File: config.mk
export PLATFORM = sky130hd
export DESIGN_NAME = gpio_ports
export DESIGN_NICKNAME = d
export VERILOG_FILES = /design/src/design/gpio_pkg.sv /design/src/design/gpio_sync.sv /design/src/design/gpio_irq_detect.sv /design/src/design/gpio_ports.sv
export SDC_FILE = /design/constraint.sdc
export NUM_CORES = 1
export LEC_CHECK = 0
export ABC_AREA = 0
export ABC_CLOCK_PERIOD_IN_PS = 3000
export BUFFER_PORTS_ARGS = -buffer_cell sky130_fd_sc_hd__buf_2
export CORE_UTILIZATION = 34
export DETAILED_ROUTE_END_ITERATION = 6
export HOLD_SLACK_MARGIN = 0.1
export PLACE_DENSITY = 0.55
export REMOVE_ABC_BUFFERS = 1
export SYNTH_ARGS = -nofsm -noshare
export SYNTH_HDL_FRONTEND = slang
export SYNTH_SLANG_ARGS = --single-unit
File: constraint.sdc
create_clock -name hclk -period 3 [get_ports hclk]
set_input_delay 0.6 -clock hclk [delete_from_list [all_inputs] [get_ports hclk]]
set_output_delay 0.6 -clock hclk [all_outputs]
set_load 0.01 [all_outputs]
File: src/design/gpio_pkg.sv
// Package: register map, reset values and sense codes of the I/O ports
package gpio_pkg;
    // Printed offsets are not all multiples of four: these are indices
    localparam logic [7:0] IDX_PA_PIN_VALUE = 8'h11;
    localparam logic [7:0] IDX_PA_DIRECTION = 8'h12;
    localparam logic [7:0] IDX_PA_DRIVE_STYLE = 8'h13;
    localparam logic [7:0] IDX_PA_LIFT_ENABLE = 8'h14;
    localparam logic [7:0] IDX_PB_PIN_VALUE = 8'h15;
    localparam logic [7:0] IDX_PB_DRIVE_STYLE = 8'h16;
    localparam logic [7:0] IDX_PB_LIFT_ENABLE = 8'h17;
    localparam logic [7:0] IDX_PC_PIN_VALUE = 8'h18;
    localparam logic [7:0] IDX_PD_PIN_VALUE = 8'h19;
    localparam logic [7:0] IDX_PD_DRIVE_STYLE = 8'h1A;
    localparam logic [7:0] IDX_PD_LIFT_ENABLE = 8'h1B;
    localparam logic [7:0] IDX_PC_IRQ_MASK = 8'h1C;
    localparam logic [7:0] IDX_PA_IRQ_MASK = 8'h1D;
    localparam logic [7:0] IDX_SENSE_CTRL = 8'h1E;
    localparam int IDX_LSB = 2;
    localparam int IDX_W = 8;
    localparam logic [7:0] RESET_BYTE = 8'h00;
    localparam logic [7:0] PA_PIN_MASK = 8'h7F;
    localparam logic [7:0] PA_OUT_MASK = 8'h3F;
    localparam logic [7:0] PA_IRQ_MASK_BITS = 8'h3F;
    localparam logic [7:0] SENSE_BITS = 8'hF0;
    localparam int SENSE_A_LSB = 6;
    localparam int SENSE_C_LSB = 4;
    localparam logic [1:0] SENSE_FALL_LOW = 2'h0;
    localparam logic [1:0] SENSE_RISE = 2'h1;
    localparam logic [1:0] SENSE_FALL = 2'h2;
    localparam logic [1:0] SENSE_BOTH = 2'h3;
    localparam logic [1:0] HTRANS_NONSEQ = 2'h2;
    localparam logic [1:0] HTRANS_SEQ = 2'h3;
endpackage : gpio_pkg

File: src/design/gpio_sync.sv
// Two-flop synchroniser for a bus of pin inputs
`timescale 1ns/1ps
module gpio_sync #(
    parameter int W = 8
) (
    input wire logic hclk,
    input wire logic hresetn,
    input wire logic [W-1:0] async_in,
    output logic [W-1:0] sync_out
);
    logic [W-1:0] meta_q;

    always_ff @(posedge hclk or negedge hresetn) begin
        if (!hresetn) begin
            meta_q <= '0;
            sync_out <= '0;
        end else begin
            meta_q <= async_in;
            sync_out <= meta_q;
        end
    end
endmodule : gpio_sync

File: src/design/gpio_irq_detect.sv
// Per-port external interrupt detector with shared sense code
`timescale 1ns/1ps
module gpio_irq_detect (
    input wire logic hclk,
    input wire logic hresetn,
    input wire logic [7:0] level_in,
    input wire logic [7:0] enable,
    input wire logic [1:0] sense,
    input wire logic clear_pending,
    output logic irq_req
);
    logic [7:0] prev_q;
    logic [7:0] hit;
    logic pend_q;
    logic edge_any;
    logic low_any;

    // Per-pin event qualified by its enable
    for (genvar i = 0; i < 8; i++) begin : g_pin
        always_comb begin
            case (sense)
                gpio_pkg::SENSE_RISE: hit[i] = level_in[i] & ~prev_q[i];
                gpio_pkg::SENSE_BOTH: hit[i] = level_in[i] ^ prev_q[i];
                default: hit[i] = ~level_in[i] & prev_q[i];
            endcase
        end
    end

    assign edge_any = |(hit & enable);
    assign low_any = (sense == gpio_pkg::SENSE_FALL_LOW)
        && |(~level_in & enable);

    always_ff @(posedge hclk or negedge hresetn) begin
        if (!hresetn) begin
            // Same as the synchroniser's reset output: no edge at release
            prev_q <= 8'h00;
        end else begin
            prev_q <= level_in;
        end
    end

    // Event wins over a clear in the same cycle
    always_ff @(posedge hclk or negedge hresetn) begin
        if (!hresetn) begin
            pend_q <= 1'b0;
        end else if (edge_any) begin
            pend_q <= 1'b1;
        end else if (clear_pending) begin
            pend_q <= 1'b0;
        end
    end

    assign irq_req = pend_q | low_any;
endmodule : gpio_irq_detect

File: src/design/gpio_ports.sv
// Top: I/O ports A to D with AHB-Lite register slave
`timescale 1ns/1ps
module gpio_ports (
    input wire logic hclk,
    input wire logic hresetn,
    input wire logic hsel,
    input wire logic [31:0] haddr,
    input wire logic [1:0] htrans,
    input wire logic hwrite,
    input wire logic [2:0] hsize,
    input wire logic [31:0] hwdata,
    input wire logic hready,
    output logic hreadyout,
    output logic hresp,
    output logic [31:0] hrdata,
    input wire logic [7:0] pa_in,
    output logic [7:0] pa_out,
    output logic [7:0] pa_oe,
    output logic [7:0] pa_pullup,
    output logic [7:0] pb_out,
    output logic [7:0] pb_oe,
    output logic [7:0] pb_pullup,
    input wire logic [7:0] pc_in,
    output logic [7:0] pd_out,
    output logic [7:0] pd_oe,
    output logic [7:0] pd_pullup,
    input wire logic [7:0] pa_alt_en,
    input wire logic [7:0] pa_alt_out,
    input wire logic [7:0] pa_alt_push_pull,
    input wire logic [7:0] pb_alt_en,
    input wire logic [7:0] pb_alt_out,
    input wire logic [7:0] pb_alt_push_pull,
    input wire logic [7:0] pd_alt_en,
    input wire logic [7:0] pd_alt_out,
    input wire logic [7:0] pd_alt_push_pull,
    output logic [7:0] pa_periph_in,
    output logic [7:0] pc_periph_in,
    output logic irq_port_a,
    output logic irq_port_c
);
    logic [7:0] pa_data_q;
    logic [7:0] pa_dir_q;
    logic [7:0] pa_drive_q;
    logic [7:0] pa_lift_q;
    logic [7:0] pb_data_q;
    logic [7:0] pb_drive_q;
    logic [7:0] pb_lift_q;
    logic [7:0] pc_data_q;
    logic [7:0] pd_data_q;
    logic [7:0] pd_drive_q;
    logic [7:0] pd_lift_q;
    logic [7:0] pc_irq_en_q;
    logic [7:0] pa_irq_en_q;
    logic [7:0] sense_q;
    logic wr_pend_q;
    logic [gpio_pkg::IDX_W-1:0] wr_idx_q;
    logic [7:0] pa_sync;
    logic [7:0] pc_sync;
    logic [7:0] pa_dir_eff;
    logic [7:0] pa_level;
    logic [7:0] rd_byte;
    logic [gpio_pkg::IDX_W-1:0] addr_idx;
    logic addr_ok;
    logic [7:0] wbyte;
    logic sense_clear;
    logic [7:0] pa_irq_gate;

    gpio_sync #(.W(8)) u_sync_a (
        .hclk(hclk),
        .hresetn(hresetn),
        .async_in(pa_in),
        .sync_out(pa_sync)
    );

    gpio_sync #(.W(8)) u_sync_c (
        .hclk(hclk),
        .hresetn(hresetn),
        .async_in(pc_in),
        .sync_out(pc_sync)
    );

    // Address phase decode; word index from the byte address
    assign addr_idx = haddr[gpio_pkg::IDX_LSB +: gpio_pkg::IDX_W];
    assign addr_ok = hsel && hready
        && (htrans == gpio_pkg::HTRANS_NONSEQ
        || htrans == gpio_pkg::HTRANS_SEQ);
    assign wbyte = hwdata[7:0];

    // Zero wait states, always OKAY
    assign hreadyout = 1'b1;
    assign hresp = 1'b0;

    always_ff @(posedge hclk or negedge hresetn) begin
        if (!hresetn) begin
            wr_pend_q <= 1'b0;
            wr_idx_q <= '0;
        end else begin
            wr_pend_q <= addr_ok && hwrite;
            wr_idx_q <= addr_idx;
        end
    end

    // Port A data latch; written whatever the direction
    always_ff @(posedge hclk or negedge hresetn) begin
        if (!hresetn) begin
            pa_data_q <= gpio_pkg::RESET_BYTE;
        end else if (wr_pend_q
            && wr_idx_q == gpio_pkg::IDX_PA_PIN_VALUE) begin
            pa_data_q <= wbyte;
        end
    end

    // Pin 6 and 7 cannot become outputs
    always_ff @(posedge hclk or negedge hresetn) begin
        if (!hresetn) begin
            pa_dir_q <= gpio_pkg::RESET_BYTE;
        end else if (wr_pend_q
            && wr_idx_q == gpio_pkg::IDX_PA_DIRECTION) begin
            pa_dir_q <= wbyte & gpio_pkg::PA_OUT_MASK;
        end
    end

    // Drive style and pull-up enables, one register each
    always_ff @(posedge hclk or negedge hresetn) begin
        if (!hresetn) begin
            pa_drive_q <= gpio_pkg::RESET_BYTE;
        end else if (wr_pend_q
            && wr_idx_q == gpio_pkg::IDX_PA_DRIVE_STYLE) begin
            pa_drive_q <= wbyte;
        end
    end

    always_ff @(posedge hclk or negedge hresetn) begin
        if (!hresetn) begin
            pa_lift_q <= gpio_pkg::RESET_BYTE;
        end else if (wr_pend_q
            && wr_idx_q == gpio_pkg::IDX_PA_LIFT_ENABLE) begin
            pa_lift_q <= wbyte & gpio_pkg::PA_OUT_MASK;
        end
    end

    always_ff @(posedge hclk or negedge hresetn) begin
        if (!hresetn) begin
            pb_drive_q <= gpio_pkg::RESET_BYTE;
        end else if (wr_pend_q
            && wr_idx_q == gpio_pkg::IDX_PB_DRIVE_STYLE) begin
            pb_drive_q <= wbyte;
        end
    end

    always_ff @(posedge hclk or negedge hresetn) begin
        if (!hresetn) begin
            pb_lift_q <= gpio_pkg::RESET_BYTE;
        end else if (wr_pend_q
            && wr_idx_q == gpio_pkg::IDX_PB_LIFT_ENABLE) begin
            pb_lift_q <= wbyte;
        end
    end

    always_ff @(posedge hclk or negedge hresetn) begin
        if (!hresetn) begin
            pd_drive_q <= gpio_pkg::RESET_BYTE;
        end else if (wr_pend_q
            && wr_idx_q == gpio_pkg::IDX_PD_DRIVE_STYLE) begin
            pd_drive_q <= wbyte;
        end
    end

    always_ff @(posedge hclk or negedge hresetn) begin
        if (!hresetn) begin
            pd_lift_q <= gpio_pkg::RESET_BYTE;
        end else if (wr_pend_q
            && wr_idx_q == gpio_pkg::IDX_PD_LIFT_ENABLE) begin
            pd_lift_q <= wbyte;
        end
    end

    // Output-only port latches and the input-only port C latch
    always_ff @(posedge hclk or negedge hresetn) begin
        if (!hresetn) begin
            pb_data_q <= gpio_pkg::RESET_BYTE;
        end else if (wr_pend_q
            && wr_idx_q == gpio_pkg::IDX_PB_PIN_VALUE) begin
            pb_data_q <= wbyte;
        end
    end

    always_ff @(posedge hclk or negedge hresetn) begin
        if (!hresetn) begin
            pc_data_q <= gpio_pkg::RESET_BYTE;
        end else if (wr_pend_q
            && wr_idx_q == gpio_pkg::IDX_PC_PIN_VALUE) begin
            pc_data_q <= wbyte;
        end
    end

    always_ff @(posedge hclk or negedge hresetn) begin
        if (!hresetn) begin
            pd_data_q <= gpio_pkg::RESET_BYTE;
        end else if (wr_pend_q
            && wr_idx_q == gpio_pkg::IDX_PD_PIN_VALUE) begin
            pd_data_q <= wbyte;
        end
    end

    // Interrupt masks and sense codes
    always_ff @(posedge hclk or negedge hresetn) begin
        if (!hresetn) begin
            pc_irq_en_q <= gpio_pkg::RESET_BYTE;
            pa_irq_en_q <= gpio_pkg::RESET_BYTE;
            sense_q <= gpio_pkg::RESET_BYTE;
        end else if (wr_pend_q) begin
            case (wr_idx_q)
                gpio_pkg::IDX_PC_IRQ_MASK: pc_irq_en_q <= wbyte;
                gpio_pkg::IDX_PA_IRQ_MASK:
                    pa_irq_en_q <= wbyte & gpio_pkg::PA_IRQ_MASK_BITS;
                gpio_pkg::IDX_SENSE_CTRL:
                    sense_q <= wbyte & gpio_pkg::SENSE_BITS;
                default: ;
            endcase
        end
    end

    // A write that alters the sense bits drops pending requests
    assign sense_clear = wr_pend_q
        && wr_idx_q == gpio_pkg::IDX_SENSE_CTRL
        && ((wbyte & gpio_pkg::SENSE_BITS) != sense_q);

    // Alternate function forces output on pins 0 to 5, direction bits otherwise
    assign pa_dir_eff = (pa_dir_q | pa_alt_en)
        & gpio_pkg::PA_OUT_MASK;

    // Per-pin drive: push-pull drives both levels, open drain only low
    for (genvar i = 0; i < 8; i++) begin : g_drive
        logic a_val;
        logic a_pp;
        logic b_val;
        logic b_pp;
        logic d_val;
        logic d_pp;
        assign a_val = pa_alt_en[i] ? pa_alt_out[i] : pa_data_q[i];
        assign a_pp = pa_alt_en[i] ? pa_alt_push_pull[i]
            : pa_drive_q[i];
        assign b_val = pb_alt_en[i] ? pb_alt_out[i] : pb_data_q[i];
        assign b_pp = pb_alt_en[i] ? pb_alt_push_pull[i] : pb_drive_q[i];
        assign d_val = pd_alt_en[i] ? pd_alt_out[i] : pd_data_q[i];
        assign d_pp = pd_alt_en[i] ? pd_alt_push_pull[i] : pd_drive_q[i];
        assign pa_out[i] = a_val;
        assign pa_oe[i] = pa_dir_eff[i]
            && (a_pp || !a_val);
        assign pb_out[i] = b_val;
        assign pb_oe[i] = b_pp || !b_val;
        assign pd_out[i] = d_val;
        assign pd_oe[i] = d_pp || !d_val;
    end

    // Pull-ups only on output-capable pins
    assign pa_pullup = pa_lift_q;
    assign pb_pullup = pb_lift_q;
    assign pd_pullup = pd_lift_q;

    // Readback: live level for inputs, latch for outputs
    assign pa_level = (pa_dir_eff & pa_data_q)
        | (~pa_dir_eff & pa_sync & gpio_pkg::PA_PIN_MASK);
    assign pa_periph_in = pa_sync & gpio_pkg::PA_PIN_MASK;
    assign pc_periph_in = pc_sync;

    always_comb begin
        case (addr_idx)
            gpio_pkg::IDX_PA_PIN_VALUE: rd_byte = pa_level;
            gpio_pkg::IDX_PA_DIRECTION: rd_byte = pa_dir_q;
            gpio_pkg::IDX_PA_DRIVE_STYLE: rd_byte = pa_drive_q;
            gpio_pkg::IDX_PA_LIFT_ENABLE: rd_byte = pa_lift_q;
            gpio_pkg::IDX_PB_PIN_VALUE: rd_byte = pb_data_q;
            gpio_pkg::IDX_PB_DRIVE_STYLE: rd_byte = pb_drive_q;
            gpio_pkg::IDX_PB_LIFT_ENABLE: rd_byte = pb_lift_q;
            gpio_pkg::IDX_PC_PIN_VALUE: rd_byte = pc_sync;
            gpio_pkg::IDX_PD_PIN_VALUE: rd_byte = pd_data_q;
            gpio_pkg::IDX_PD_DRIVE_STYLE: rd_byte = pd_drive_q;
            gpio_pkg::IDX_PD_LIFT_ENABLE: rd_byte = pd_lift_q;
            gpio_pkg::IDX_PC_IRQ_MASK: rd_byte = pc_irq_en_q;
            gpio_pkg::IDX_PA_IRQ_MASK: rd_byte = pa_irq_en_q;
            gpio_pkg::IDX_SENSE_CTRL: rd_byte = sense_q;
            default: rd_byte = gpio_pkg::RESET_BYTE;
        endcase
    end

    // Captured at the address edge, stands through the data phase.
    // A read overlapping the data phase of a write to the same
    // register returns the value from before that write.
    always_ff @(posedge hclk or negedge hresetn) begin
        if (!hresetn) begin
            hrdata <= '0;
        end else if (addr_ok && !hwrite) begin
            hrdata <= {24'h00_0000, rd_byte};
        end else begin
            hrdata <= hrdata;
        end
    end

    // Output pins are removed from interrupt sources
    assign pa_irq_gate = pa_irq_en_q & ~pa_dir_eff;

    gpio_irq_detect u_irq_a (
        .hclk(hclk),
        .hresetn(hresetn),
        .level_in(pa_sync),
        .enable(pa_irq_gate),
        .sense(sense_q[gpio_pkg::SENSE_A_LSB +: 2]),
        .clear_pending(sense_clear),
        .irq_req(irq_port_a)
    );

    gpio_irq_detect u_irq_c (
        .hclk(hclk),
        .hresetn(hresetn),
        .level_in(pc_sync),
        .enable(pc_irq_en_q),
        .sense(sense_q[gpio_pkg::SENSE_C_LSB +: 2]),
        .clear_pending(sense_clear),
        .irq_req(irq_port_c)
    );

    // Bus bits and the port C latch that nothing reads
    logic unused_ok;
    assign unused_ok = ^{hsize, haddr[31:10], haddr[1:0],
        hwdata[31:8], pc_data_q};
endmodule : gpio_ports

After elaboration in Yosys (flattened, before gate mapping)

Cells that the tools add are included.
Widths: inputs -> output; s select.

Flip-flop bits (word level): 161
Latch bits: 0
RAM bits: 0
Bits in read-only memories: 0
Input bits: 162
Memories kept: 0

Add/sub/neg operators: 0
Multiply operators: 0
Div/mod/pow operators: 0
$lt $le $gt $ge: 0
Equality and inequality tests: 34
Shift-type cells: 0
Muxes and demuxes: 66
Bitwise gates (word level): 94
Reduce and logical (&&, ||, !) cells: 81

Operators with widths:

| operator           | number |
|---|---|
| $eq 8x5->1 const B | 27 |
| $pmux 8 s14        | 1 |
| $mux 1             | 49 |
| $and 1x1->1        | 32 |
| $and 8x8->8        | 4 |
| $not 1->1          | 32 |
| $pmux 1 s2         | 16 |
| $reduce_or 8->1    | 4 |
| $logic_and 1x1->1  | 24 |
| $logic_not 1->1    | 23 |
| $logic_or 1x1->1   | 23 |
| $and 6x8->8        | 2 |
| $not 8->8          | 2 |
| $xor 1x1->1        | 16 |
| $eq 2x2->1 const B | 4 |
| $not 6->8          | 1 |
| $or 8x7->8         | 1 |
| $and 7x7->7        | 1 |
| $or 6x6->6         | 1 |
| $reduce_and 2->1   | 3 |
| $eq 2x1->1 const B | 2 |
| $logic_not 2->1    | 2 |
| $ne 4x4->1         | 1 |
| $reduce_bool 2->1  | 2 |
| $or 1x1->1         | 2 |

Logic depth before layout (Yosys ltp)

Gate-level depths: netlist of run 1.

Depth in word-level cells: 7
Gate-level depth with buffers: 7
Mapped depth without buffers: 7

Cells and area by module

Synthesis of run 1 repeated with hierarchy kept, for this count alone.

Cells, all modules: 799
Area total of the unflattened synthesis: 8,704.6 µm²

By module, submodules not included:

| module          | instances | cells each | area an instance (µm²) | sequential area each (µm²) |
|---|---|---|---|---|
| gpio_ports      | 1         | 605        | 6,434.9                | 2,777.7 |
| gpio_irq_detect | 2         | 81         | 734.5                  | 225.2 |
| gpio_sync       | 2         | 16         | 400.4                  | 400.4 |

Least setup slack after synthesis of run 1

OpenSTA, ideal clock, no wires.

Path kind: input -> register
Start: input port haddr[9]
End: register hrdata[1]
Arrival: 1.922 ns
Data required time: 2.914 ns
Path slack: 0.992 ns
Stages: 6
Path buffers: 1
Cell sequence: or4b_4 nor3_4 buf_6 nand2_2 o311a_1 a32oi_1

Cells in the longest elaborated chain, start to end: 2
Elaborated cells on any way between the ends: 15
Classes of those cells: eq/ne (14); mux (1)

Ends and longest elaborated chain:

| item                   | line              | source |
|---|---|---|
| start: declaration     | gpio_ports.sv:7   | `input wire logic [31:0] haddr,` |
| $eq 8x5->1             | gpio_ports.sv:269 | `case (addr_idx)` |
| $pmux 8 s14 (*)        | gpio_ports.sv:269 |  |
| end signal: assignment | gpio_ports.sv:295 | `hrdata <= {24'h00_0000, rd_byte};` |
| end signal: assignment | gpio_ports.sv:297 | `hrdata <= hrdata;` |
| end: declaration       | gpio_ports.sv:15  | `output logic [31:0] hrdata,` |

Mark *: on every way between the ends. The rest lies on a longest branch, timed or not.
A chain may end at the register's enable or synchronous reset.

Worst setup path in the final report of run 1

Start: register pa_dir_q[5]
End: output port irq_port_a

Cells in the longest elaborated chain, start to end: 7

Ends and longest elaborated chain:

| item                     | line                  | source |
|---|---|---|
| start: declaration       | gpio_ports.sv:42      | `logic [7:0] pa_dir_q;` |
| start signal: assignment | gpio_ports.sv:116     | `pa_dir_q <= gpio_pkg::RESET_BYTE;` |
| start signal: assignment | gpio_ports.sv:119     | `pa_dir_q <= wbyte & gpio_pkg::PA_OUT_MASK;` |
| $or 6x6->6               | gpio_ports.sv:230     | `assign pa_dir_eff = (pa_dir_q \| pa_alt_en)` |
| $not 6->8                | gpio_ports.sv:302     | `assign pa_irq_gate = pa_irq_en_q & ~pa_dir_eff;` |
| $and 6x8->8              | gpio_ports.sv:302     |  |
| $and 8x8->8              | gpio_irq_detect.sv:31 | `&& \|(~level_in & enable);` |
| $reduce_or 8->1          | gpio_irq_detect.sv:31 |  |
| $logic_and 1x1->1        | gpio_irq_detect.sv:31 |  |
| $or 1x1->1               | gpio_irq_detect.sv:53 | `assign irq_req = pend_q \| low_any;` |
| end: declaration         | gpio_ports.sv:38      | `output logic irq_port_a,` |

No other way between the ends.

==> results of run 1 <==
-- routing by layer --
metal / track usage / share of wire
met1: 0.2681 / 0.45
met2: 0.3172 / 0.48
met3: 0.03926 / 0.056
met4: 0.06797 / 0.018
met5: 0 / 0
-- metrics by stage --
stage          utilization  total power, mW
4_1_cts             0.4182            5.242
3_5_place_dp        0.3936            2.969
6_report            0.4183            5.195
5_1_grt             0.4183            5.399
2_1_floorplan            -            2.614
3_3_place_gp        0.3936            2.959
-- synth_stat cells (8+ instances only) --
| cell type | n |
|---|---|
| inv_1 | 56 |
| and3_1 | 8 |
| o21ai_0 | 30 |
| buf_4 | 57 |
| buf_2 | 8 |
| nor2b_1 | 8 |
| o32a_1 | 16 |
| nand2b_1 | 15 |
| ha_1 | 28 |
| nand3_1 | 11 |
| nor2_1 | 24 |
| mux2i_1 | 20 |
| a21oi_1 | 27 |
| a22oi_1 | 11 |
| clkbuf_1 | 23 |
| mux2_2 | 113 |
| a31oi_1 | 9 |
| nand2_1 | 60 |
| dfrtp_1 | 157 |
-- cells in the final DEF, fill, tap and decap left out, types with 8 or more instances in the layout --
master,synthesis,final
buf_2,8,198
dfrtp_1,157,157
mux2_2,113,113
nand2_1,60,60
inv_1,56,56
conb_1,2,31
o21ai_0,30,30
ha_1,28,28
a21oi_1,27,27
nor2_1,24,24
mux2i_1,20,20
clkbuf_16,0,17
o32a_1,16,16
buf_4,57,16
nand2b_1,15,15
a22oi_1,11,11
nand3_1,11,11
a31oi_1,9,9
nor2b_1,8,8
and3_1,8,8
-- kinds of logic (layout without fill, tap and decap cells) --
| group | Yosys count | in the layout | share of synthesized area |
|---|---|---|---|
| multiplexers | 134 | 134 | 0.1737 |
| XOR/XNOR | 4 | 4 | 0.004102 |
| AO/OA/AOI/OAI | 143 | 143 | 0.1163 |
| buffers and inverters | 148 | 303 | 0.09346 |
| adder cells (fa/ha/maj) | 28 | 28 | 0.04102 |
| other | 2 | 32 | 0.0008793 |
| flip-flops | 157 | 157 | 0.4600 |
| AND/OR/NAND/NOR | 171 | 171 | 0.1105 |
-- final cells by class --
type | count | area (um^2) | share of cell area
clock buffer | 18 | 429.2 | 0.04194
antenna | 1 | 2.502 | 0.0002446
inverter | 56 | 210.2 | 0.02054
tap | 324 | 405.4 | 0.03962
timing repair buffer | 217 | 1162 | 0.1136
sequential | 157 | 3929 | 0.3840
clock inverter | 12 | 171.4 | 0.01675
multi-input combinational | 511 | 3923 | 0.3833
-- where the power goes --
group / switching, mW / total [mW] / internal [mW] / leakage, nW
Combinational: 0.341 / 0.615 / 0.275 / 2.68
Sequential: 0.0974 / 2.31 / 2.21 / 1.86
Clock: 0.891 / 2.27 / 1.38 / 0.288
-- final timing paths --
kind,start,to,cells past startpoint
max,pa_dir_q[5]$_DFFE_PN0P_,irq_port_a,6
min,hresetn,u_sync_a.meta_q[6]$_DFF_PN0_,1
max reg2reg,wr_idx_q[5]$_DFF_PN0_,u_irq_c.pend_q$_DFFE_PN0P_,5
min reg2reg,u_sync_c.meta_q[6]$_DFF_PN0_,u_sync_c.sync_out[6]$_DFF_PN0_,0
max in group asynchronous,hresetn,u_irq_c.prev_q[5]$_DFF_PN0_,2
min in group hclk,pc_in[2],u_sync_c.meta_q[2]$_DFF_PN0_,1
-- worst register-to-register path: cells and delay by family, from the launching register on --
family / cells / cell delay, ps
AOI/OAI and AO/OA: 2 / 690
DFF: 1 / 390
and+or+nand+nor: 3 / 1080
==> out/qor.log, run 1 <==
[logic_synthesis] distinct cell type count of the synthesized netlist 70
[sta] Rel. slew slack 0.5426
[sta] final critical path time including I/O delays and setup 2402 ps
[sta] post-route fraction of the period consumed by the critical path 0.8007
[worst_setup_path] setup slack, reg-to-reg 690 ps
[drt] vias per inst 5.012
[clock_network] Resize count post-CTS 0
[die] Rows 57
[worst_setup_path] Largest delay share family, worst path flip-flops
[global_routing] global-route wire length before repair 37.98 mm
[pwr] standby leakage power 4.830 nW
[die] effective utilization at floorplan 0.3491
[logic_synthesis] area leader, netlist dfrtp_1
[worst_setup_path] Critical Path Start Type flop
[place] post-detailed-placement cell area 9629 um^2
[sta] count of pins over their slew limit 0
[die] number of top-level pins 286
[worst_setup_path] worst path cell trace nor2_1 -> nand2_1 -> o22ai_1 -> nor3_1 -> o31ai_1 -> buf_2
[sta] worst setup skew after layout 9.816 ps
[worst_setup_path] CP endpoint kind primary output
[finish] count of non-filler cells in the finished layout 1296
[sta] number of hold-slack violations in the final timing report 0
[sta] RSZ-0062 raised after global routing no
[drt] via count 6495
[drt] number of nets with antenna violations after routing 0
[logic_synthesis] post-synth top area share 0.4600
[run] maxcap violations 0
[finish] Post-Layout Inst Area 10230 um^2
[place] gp weighted congestion 0.8508
[global_routing] via count of the first global-routing pass 6478
[place] number of placed instances, taps included 1265
[clock_network] H-tree levels 4
[sta] Final Hold Slack 109.7 ps
[logic_synthesis] top_reg_cell synth dfrtp_1
[sta] least setup slack across all paths after layout 597.9 ps
[global_routing] initial antenna violation count 1
[logic_synthesis] most area-consuming cells after synthesis dfrtp_1 (46%), mux2_2 (15%), buf_4 (5.0%)
[logic_synthesis] mean post-synth cell area 10.85 um^2
[clock_network] TritonCTS clock tree built
[drt] 1st-iter DRT viols 408
[finish] ratio of cells with drive above 1 in the final layout 0.3872
[sta] final setup vio count 0
[drt] DRC Markers 0
[logic_synthesis] Synth warnings 0
[worst_setup_path] Critical Path Slowest Stage Cell dfrtp_1
[drt] Wirelength per Cell 19.02 um
[worst_setup_path] WS Path Type reg -> out
[worst_setup_path] WP buf/inv 1
[logic_synthesis] share of synthesized registers carrying an async set or reset 1.000
[worst_setup_path] required time of the worst setup path 2400 ps
[die] die area 25760 um^2
[clock_network] clk slew on worst S/H paths 60 ps
[place] Port Buf Inserts 199
[logic_synthesis] register bit count reported by yosys 157
[drt] total wire length 24.66 mm
[clock_network] later-pin clock latency in the skew report 430 ps
[worst_setup_path] highest net fanout along the worst path 4
[sta] top achievable clock speed 416.3 MHz
[logic_synthesis] post-synth design cell area 8541 um^2
[worst_setup_path] Crit path largest cell delay 420 ps
[finish] count of nets after finishing 1150
[sta] setup TNS after final layout 0 ps
[place] DPL Wire Length 18.16 mm
[run_status] result of the run completed
[global_routing] gr ovfl total 0
[clock_network] buffers inserted during post-CTS setup optimization 0
[sta] Least-Margin Pin Slew 684.4 ps
[die] Vert. Die Dim 160.5 um
[clock_network] hold-fix buffers at CTS 0
[place] pre-CTS setup slack 505.3 ps
[pwr] worst vdd rail ir drop 256.8 uV
[global_routing] maximum number of pins on one net before global-route repair 51
[clock_network] maximum count of clock buffers along a single path 2
[clock_network] sink count of the clock tree 157
[drt] length of the first detailed-routing pass in iterations 4
[worst_setup_path] critical path arrival 1800 ps
[logic_synthesis] Syn Inst Count 787
[logic_synthesis] number of synthesized flops with an enable pin 0
[die] floorplan die width 160.5 um
[pwr] cell area power density 507.7 nW/um^2
[die] placeable core area 24460 um^2
[finish] area overhead of the layout relative to synthesis 19.81%
[global_routing] GR Util All Layers 0.1986
[clock_network] CTS buffer count 17
[clock_network] clock root buffer clkbuf_16
[logic_synthesis] share of synthesized area occupied by flip-flops and latches 0.4600
[hold_path] HP Class in -> async
[finish] Fill cells 2392
Power figures use the tool's default switching activity.
==> run 2: changes to the inputs <==
Settings changed: ABC_CLOCK_PERIOD_IN_PS 3000 to 2500.
Clock period 3 ns to 2.5 ns, I/O delays scaled along.
==> run 2 against run 1 <==
  * Sequential power rose by 20%
  * Power rose by 20%
  * Core utilization grew 0.57 points
  * Register-to-register slack lost 170 ps
  * Via count is 1.6% higher
  * Routed wire length increased by 1.5%
  * Clock power is 20% higher
  * Clock skew up 0.86 ps
  * Cell count rose by 1.2%
  * Worst hold slack better by 57 ps
  * Design area up 1.4%
  * First-iteration DRC count is 11% higher
  * Largest cell class unchanged
  * Highest routed layer unchanged
==> out/qor.log, run 2 (synthesized netlist as in run 1, its figures left out) <==
[global_routing] gr ovfl total 0 [unchanged]
[finish] most used cells in the layout excluding fill and tap cells buf_2 (198), dfrtp_1 (157), mux2_2 (113) [unchanged]
[global_routing] maximum number of pins on one net before global-route repair 58 [was 51]
[finish] diode count 0 [was 1]
[clock_network] clk slew on worst S/H paths 60 ps [about the same]
[run_status] result of the run completed [unchanged]
[sta] number of hold-slack violations in the final timing report 0 [unchanged]
[drt] total wire length 25.02 mm [was 24.66 mm]
[worst_setup_path] critical path arrival 1810 ps [was 1800 ps]
[pwr] worst vdd rail ir drop 338.2 uV [was 256.8 uV]
[die] number of top-level pins 286 [unchanged]
[finish] area overhead of the layout relative to synthesis 21.45% [was 19.81%]
[die] placeable core area 24460 um^2 [unchanged]
[worst_setup_path] required time of the worst setup path 2000 ps [was 2400 ps]
[finish] leading cell type in the layout, fill and taps excluded buf_2 [unchanged]
[sta] final critical path time including I/O delays and setup 2312 ps
[finish] count of non-filler cells in the finished layout 1312 [was 1296]
[worst_setup_path] Critical Path Slowest Stage Cell dfrtp_1 [unchanged]
[sta] Least-Margin Pin Slew 682.3 ps [was 684.4 ps]
[worst_setup_path] highest net fanout along the worst path 4 [unchanged]
[finish] ratio of cells with drive above 1 in the final layout 0.3978 [was 0.3872]
[pwr] cell area power density 603.4 nW/um^2 [was 507.7 nW/um^2]
[clock_network] H-tree levels 4 [unchanged]
[clock_network] clock root buffer clkbuf_16 [unchanged]
[finish] count of nets after finishing 1165 [was 1150]
[global_routing] via count of the first global-routing pass 6530 [was 6478]
[drt] length of the first detailed-routing pass in iterations 5 [was 4]
[die] die area 25760 um^2 [unchanged]
[pwr] standby leakage power 4.918 nW [was 4.830 nW]
[run] maxcap violations 0 [unchanged]
[place] Port Buf Inserts 199 [unchanged]
[drt] 1st-iter DRT viols 452 [was 408]
[place] gp weighted congestion 0.8513 [was 0.8508]
[sta] count of pins over their slew limit 0 [unchanged]
[clock_network] sink count of the clock tree 157 [unchanged]
[die] floorplan die width 160.5 um [unchanged]
[worst_setup_path] worst path cell trace nor2_2 -> nand2_1 -> o22ai_1 -> nor3_1 -> o31ai_1 -> buf_2 [was nor2_1 -> nand2_1 -> o22ai_1 -> nor3_1 -> o31ai_1 -> buf_2]
[global_routing] global-route wire length before repair 38.47 mm [was 37.98 mm]
[worst_setup_path] Critical Path Start Type flop [unchanged]
[hold_path] HP Class in -> reg [was in -> async]
[global_routing] GR Util All Layers 0.2001 [was 0.1986]
[sta] setup TNS after final layout 0 ps [unchanged]
[sta] Rel. slew slack 0.5440 [was 0.5426]
[clock_network] TritonCTS clock tree built [unchanged]
[sta] RSZ-0062 raised after global routing no [unchanged]
[worst_setup_path] Crit path largest cell delay 420 ps [about the same]
[drt] Wirelength per Cell 19.07 um [was 19.02 um]
[worst_setup_path] CP endpoint kind primary output [unchanged]
[die] Rows 57 [unchanged]
[drt] DRC Markers 0 [unchanged]
[finish] Fill cells 2421 [was 2392]
[clock_network] later-pin clock latency in the skew report 430 ps [about the same]
[sta] top achievable clock speed 432.5 MHz
[sta] worst setup skew after layout 10.67 ps [was 9.816 ps]
[place] number of placed instances, taps included 1279 [was 1265]
[finish] utilization of the core after routing 0.4240 [was 0.4183]
[sta] Final Hold Slack 167.0 ps [was 109.7 ps]
[sta] post-route fraction of the period consumed by the critical path 0.9248
[drt] via count 6596 [was 6495]
[drt] vias per inst 5.027 [was 5.012]
[die] effective utilization at floorplan 0.3491 [unchanged]
[die] Vert. Die Dim 160.5 um [unchanged]
[clock_network] maximum count of clock buffers along a single path 2 [unchanged]
[worst_setup_path] WS Path Type reg -> out [unchanged]
[clock_network] buffers inserted during post-CTS setup optimization 0 [unchanged]
[place] DPL Wire Length 18.69 mm [was 18.16 mm]
[sta] final setup vio count 0 [unchanged]
[global_routing] initial antenna violation count 0 [was 1]
[drt] number of nets with antenna violations after routing 0 [unchanged]
[clock_network] CTS buffer count 17 [unchanged]
## run 2: cell types whose count changed in the layout (fill, tap and decap cells not counted)
cell	previous run	this run
buf_12	2	3
buf_4	16	29
bufinv_16	4	3
clkbuf_8	0	2
clkinv_2	4	3
clkinv_4	0	1
clkinvlp_4	3	1
diode_2	1	0
dlygate4sd3_1	0	1
inv_6	1	4
nor2_1	24	23
nor2_2	0	1
## run 2: path summary, 6_finish.rpt
| path | start | endpoint | slack (ps) | cells after the start |
|---|---|---|---|---|
| min in group asynchronous | hresetn | u_sync_a.meta_q[6]$_DFF_PN0_ | 610 | 2 |
| worst min-delay path | pc_in[5] | u_sync_c.meta_q[5]$_DFF_PN0_ | 170 | 1 |
| worst min register to register | u_sync_c.meta_q[6]$_DFF_PN0_ | u_sync_c.sync_out[6]$_DFF_PN0_ | 350 | 0 |
| max in group asynchronous | hresetn | u_sync_a.sync_out[1]$_DFF_PN0_ | 1230 | 3 |
| worst max register to register | wr_idx_q[5]$_DFF_PN0_ | pd_data_q[3]$_DFFE_PN0P_ | 520 | 4 |
| worst max-delay path | pa_dir_q[5]$_DFFE_PN0P_ | irq_port_a | 190 | 6 |
## run 2: per-stage QoR
stage	area, um^2	setup WS, ps	power [mW]
finish	10370	187.9	6.258
global route	10370	26.54	6.523
CTS	10370	145.7	6.309
detailed placement	9747	209.9	3.574
global placement	9747	227.5	3.562
floorplan	8061	409.0	3.136
## run 2: layout make-up
cell class	instances	area [um^2]	share of cell area
clock buffer	20	456.7	0.04403
clock inverter	12	156.4	0.01508
sequential	157	3929	0.3788
timing repair buffer	232	1290	0.1244
inverter	56	210.2	0.02027
multi-input combinational	511	3925	0.3784
tap	324	405.4	0.03908
## run 2: routing by layer
| metal | up-vias | track usage | wire, um | share of wire |
|---|---|---|---|---|
| li1 | 3092 | - | - | - |
| met1 | 3253 | 0.2645 | 11390 | 0.46 |
| met2 | 220 | 0.3227 | 11750 | 0.47 |
| met3 | 31 | 0.04571 | 1290 | 0.052 |
| met4 | 0 | 0.06623 | 577 | 0.023 |
| met5 | - | 0 | 0 | 0 |
## run 2: what timing repair did
action,CTS,global route
hold endpoints to repair,53,0
resized for setup,0,1
hold buffers,1,0
setup endpoints to repair,0,1
## run 2: critical path, delay by kind of cell (launching register included)
family / cells / cell delay [ps]
flip-flops: 1 / 420
AO/OA/AOI/OAI: 2 / 430
AND/OR/NAND/NOR: 3 / 340
buffers and inverters: 1 / 180
## run 2: report_power, final
group / internal (mW) / leakage, nW / switching [mW]
Sequential: 2.66 / 1.86 / 0.116
Combinational: 0.338 / 2.76 / 0.414
Clock: 1.63 / 0.302 / 1.10
==> run 3: changes to the inputs <==
Settings changed: CORE_UTILIZATION 34 to 25, PLACE_DENSITY 0.55 to 0.42.
==> run 3 against run 2 <==
  * Via count is 0.24% lower
  * Clock skew grew 0.73 ps
  * Global-route usage shrank 3.9 points
  * Clock power shrank 8.1%
  * Core utilization is 11 points lower
  * Worst hold slack better by 4.5 ps
  * Critical path depth is the same
  * Die area increased by 36%
  * Worst setup slack worse by 60 ps
  * Largest cell class is now multi-input gates
  * Highest routed layer unchanged
==> out/qor.log, run 3 (synthesized netlist as in run 1, its figures left out) <==
[run_status] result of the run completed [unchanged]
[die] die area 34910 um^2 [was 25760 um^2]
[worst_setup_path] Reg2Reg Depth 7 [was 4]
[clock_network] later-pin clock latency in the skew report 440 ps [was 430 ps]
[worst_setup_path] Critical Path Start Type flop [unchanged]
[drt] length of the first detailed-routing pass in iterations 4 [was 5]
[sta] final setup vio count 0 [unchanged]
[finish] most used cells in the layout excluding fill and tap cells buf_2 (198), dfrtp_1 (157), mux2_2 (113) [unchanged]
[worst_setup_path] Reg-to-Reg Start wr_idx_q[5]$_DFF_PN0_ [unchanged]
[finish] diode count 0 [unchanged]
[pwr] standby leakage power 4.874 nW [was 4.918 nW]
[global_routing] GR Util All Layers 0.1607 [was 0.2001]
[sta] final critical path time including I/O delays and setup 2372 ps [was 2312 ps]
[die] effective utilization at floorplan 0.2547 [was 0.3491]
[run] maxcap violations 0 [unchanged]
[worst_setup_path] worst path cell trace nor2_2 -> nand2_1 -> o22ai_2 -> nor3_1 -> o31ai_1 -> buf_2 [was nor2_2 -> nand2_1 -> o22ai_1 -> nor3_1 -> o31ai_1 -> buf_2]
[global_routing] gr ovfl total 0 [unchanged]
[finish] count of nets after finishing 1163 [was 1165]
[worst_setup_path] WS Path Type reg -> out [unchanged]
[die] number of top-level pins 286 [unchanged]
[clock_network] sink count of the clock tree 157 [unchanged]
[sta] count of pins over their slew limit 0 [unchanged]
[sta] worst setup skew after layout 11.40 ps [was 10.67 ps]
[clock_network] clk slew on worst S/H paths 70 ps [was 60 ps]
[drt] Wirelength per Cell 18.99 um [was 19.07 um]
[clock_network] H-tree levels 4 [unchanged]
[worst_setup_path] highest net fanout along the worst path 4 [unchanged]
[clock_network] clock root buffer clkbuf_16 [unchanged]
[hold_path] hold path depth 1 [unchanged]
[global_routing] via count of the first global-routing pass 6663 [was 6530]
[pwr] worst vdd rail ir drop 461.7 uV [was 338.2 uV]
[place] DPL Wire Length 20.50 mm [was 18.69 mm]
[worst_setup_path] Critical Path Slowest Stage Cell dfrtp_1 [unchanged]
[sta] Final Hold Slack 171.5 ps [was 167.0 ps]
[pwr] cell area power density 577.0 nW/um^2 [was 603.4 nW/um^2]
[sta] Least-Margin Pin Slew 722.1 ps [was 682.3 ps]
[worst_setup_path] setup slack, reg-to-reg 290 ps [was 520 ps]
[hold_path] start point of the worst min-delay path pc_in[3] [was pc_in[5]]
[drt] via count 6580 [was 6596]
[worst_setup_path] Crit path largest cell delay 440 ps [was 420 ps]
[finish] ratio of cells with drive above 1 in the final layout 0.3996 [was 0.3978]
[global_routing] initial antenna violation count 0 [unchanged]
[pwr] overall power 6.038 mW [was 6.258 mW]
[finish] leading cell type in the layout, fill and taps excluded buf_2 [unchanged]
[die] placeable core area 33530 um^2 [was 24460 um^2]
[sta] top achievable clock speed 421.6 MHz [was 432.5 MHz]
[drt] total wire length 27.23 mm [was 25.02 mm]
[drt] number of nets with antenna violations after routing 0 [unchanged]
[worst_setup_path] required time of the worst setup path 2000 ps [about the same]
[place] Port Buf Inserts 199 [unchanged]
[clock_network] maximum count of clock buffers along a single path 2 [unchanged]
[die] Vert. Die Dim 186.8 um [was 160.5 um]
[worst_setup_path] Largest delay share family, worst path compound AO/OA/AOI/OAI gates [unchanged]
[sta] number of hold-slack violations in the final timing report 0 [unchanged]
[clock_network] buffers inserted during post-CTS setup optimization 0 [unchanged]
[drt] 1st-iter DRT viols 322 [was 452]
[clock_network] TritonCTS clock tree built [unchanged]
[clock_network] CTS buffer count 17 [unchanged]
[worst_setup_path] WP buf/inv 1 [unchanged]
[global_routing] global-route wire length before repair 41.79 mm [was 38.47 mm]
[sta] post-route fraction of the period consumed by the critical path 0.9488 [was 0.9248]
[worst_setup_path] end of the worst register-to-register path u_irq_c.pend_q$_DFFE_PN0P_ [was pd_data_q[3]$_DFFE_PN0P_]
[drt] vias per inst 4.589 [was 5.027]
[finish] area overhead of the layout relative to synthesis 22.53% [was 21.45%]
[drt] DRC Markers 0 [unchanged]
[hold_path] Worst Hold Endpoint u_sync_c.meta_q[3]$_DFF_PN0_ [was u_sync_c.meta_q[5]$_DFF_PN0_]
[die] floorplan die width 186.8 um [was 160.5 um]
[sta] Rel. slew slack 0.5186 [was 0.5440]
[die] Rows 67 [was 57]
[place] gp weighted congestion 0.8146 [was 0.8513]
[worst_setup_path] critical path arrival 1870 ps [was 1810 ps]
[worst_setup_path] CP endpoint kind primary output [unchanged]
[hold_path] HP Class in -> reg [unchanged]
[global_routing] maximum number of pins on one net before global-route repair 49 [was 58]
run 3: worst max path at each step:
stage / from / end / slack, ps / cells past startpoint
6_report: pa_dir_q[5]$_DFFE_PN0P_ / irq_port_a / 130 / 6
2_1_floorplan: haddr[9] / hrdata[1]$_DFFE_PN0P_ / 410 / 5
3_3_place_gp: haddr[5] / hrdata[0]$_DFFE_PN0P_ / 260 / 6
3_5_place_dp: haddr[5] / hrdata[0]$_DFFE_PN0P_ / 260 / 7
4_1_cts: pa_dir_q[5]$_DFFE_PN0P_ / irq_port_a / 60 / 6
5_1_grt: pa_dir_q[5]$_DFFE_PN0P_ / irq_port_a / -7 / 6
run 3: per-layer routing:
metal	GRT usage	vias up	share of wire	routed length (um)
met1	0.2123	3253	0.46	12420
met4	0.04760	0	0.019	512
met2	0.2621	191	0.47	12910
met3	0.03565	30	0.051	1384
li1	-	3106	-	-
met5	0	-	0	0
run 3: where the power goes:
group | switching (mW) | internal (mW) | total [mW] | leakage, nW
logic | 0.419 | 0.336 | 0.755 | 2.75
clock network | 1.19 | 1.32 | 2.51 | 0.264
registers | 0.123 | 2.65 | 2.78 | 1.86
total | 1.73 | 4.31 | 6.04 | 4.87
run 3: final cells by class:
| type | count | area [um^2] |
|---|---|---|
| timing repair buffer | 230 | 1275 |
| fill | 3509 | 23070 |
| sequential | 157 | 3929 |
| multi-input combinational | 511 | 3936 |
| tap | 448 | 560.5 |
| clock buffer | 19 | 442.9 |
| clock inverter | 13 | 111.4 |
| inverter | 56 | 210.2 |
run 3: metrics by stage:
step / area (um^2) / instances / TNS [ps] / setup WS, ps / util
after CTS: 10450 / 1434 / 0 / 63.85 / 0.3117
after global placement: 9887 / 1401 / 0 / 261.6 / 0.2949
after global routing: 10470 / 1434 / -7.107 / -7.107 / 0.3121
after floorplan: 8061 / 724 / 0 / 409.0 / -
final: 10470 / 1434 / 0 / 127.9 / 0.3121
after detailed placement: 9887 / 1401 / 0 / 261.0 / 0.2949
run 3: what timing repair did:
item	4_1_cts	5_1_grt
endpoints found under the setup margin	0	1
gates resized for setup	0	4
hold endpoints to repair	35	0
hold buffers	1	0
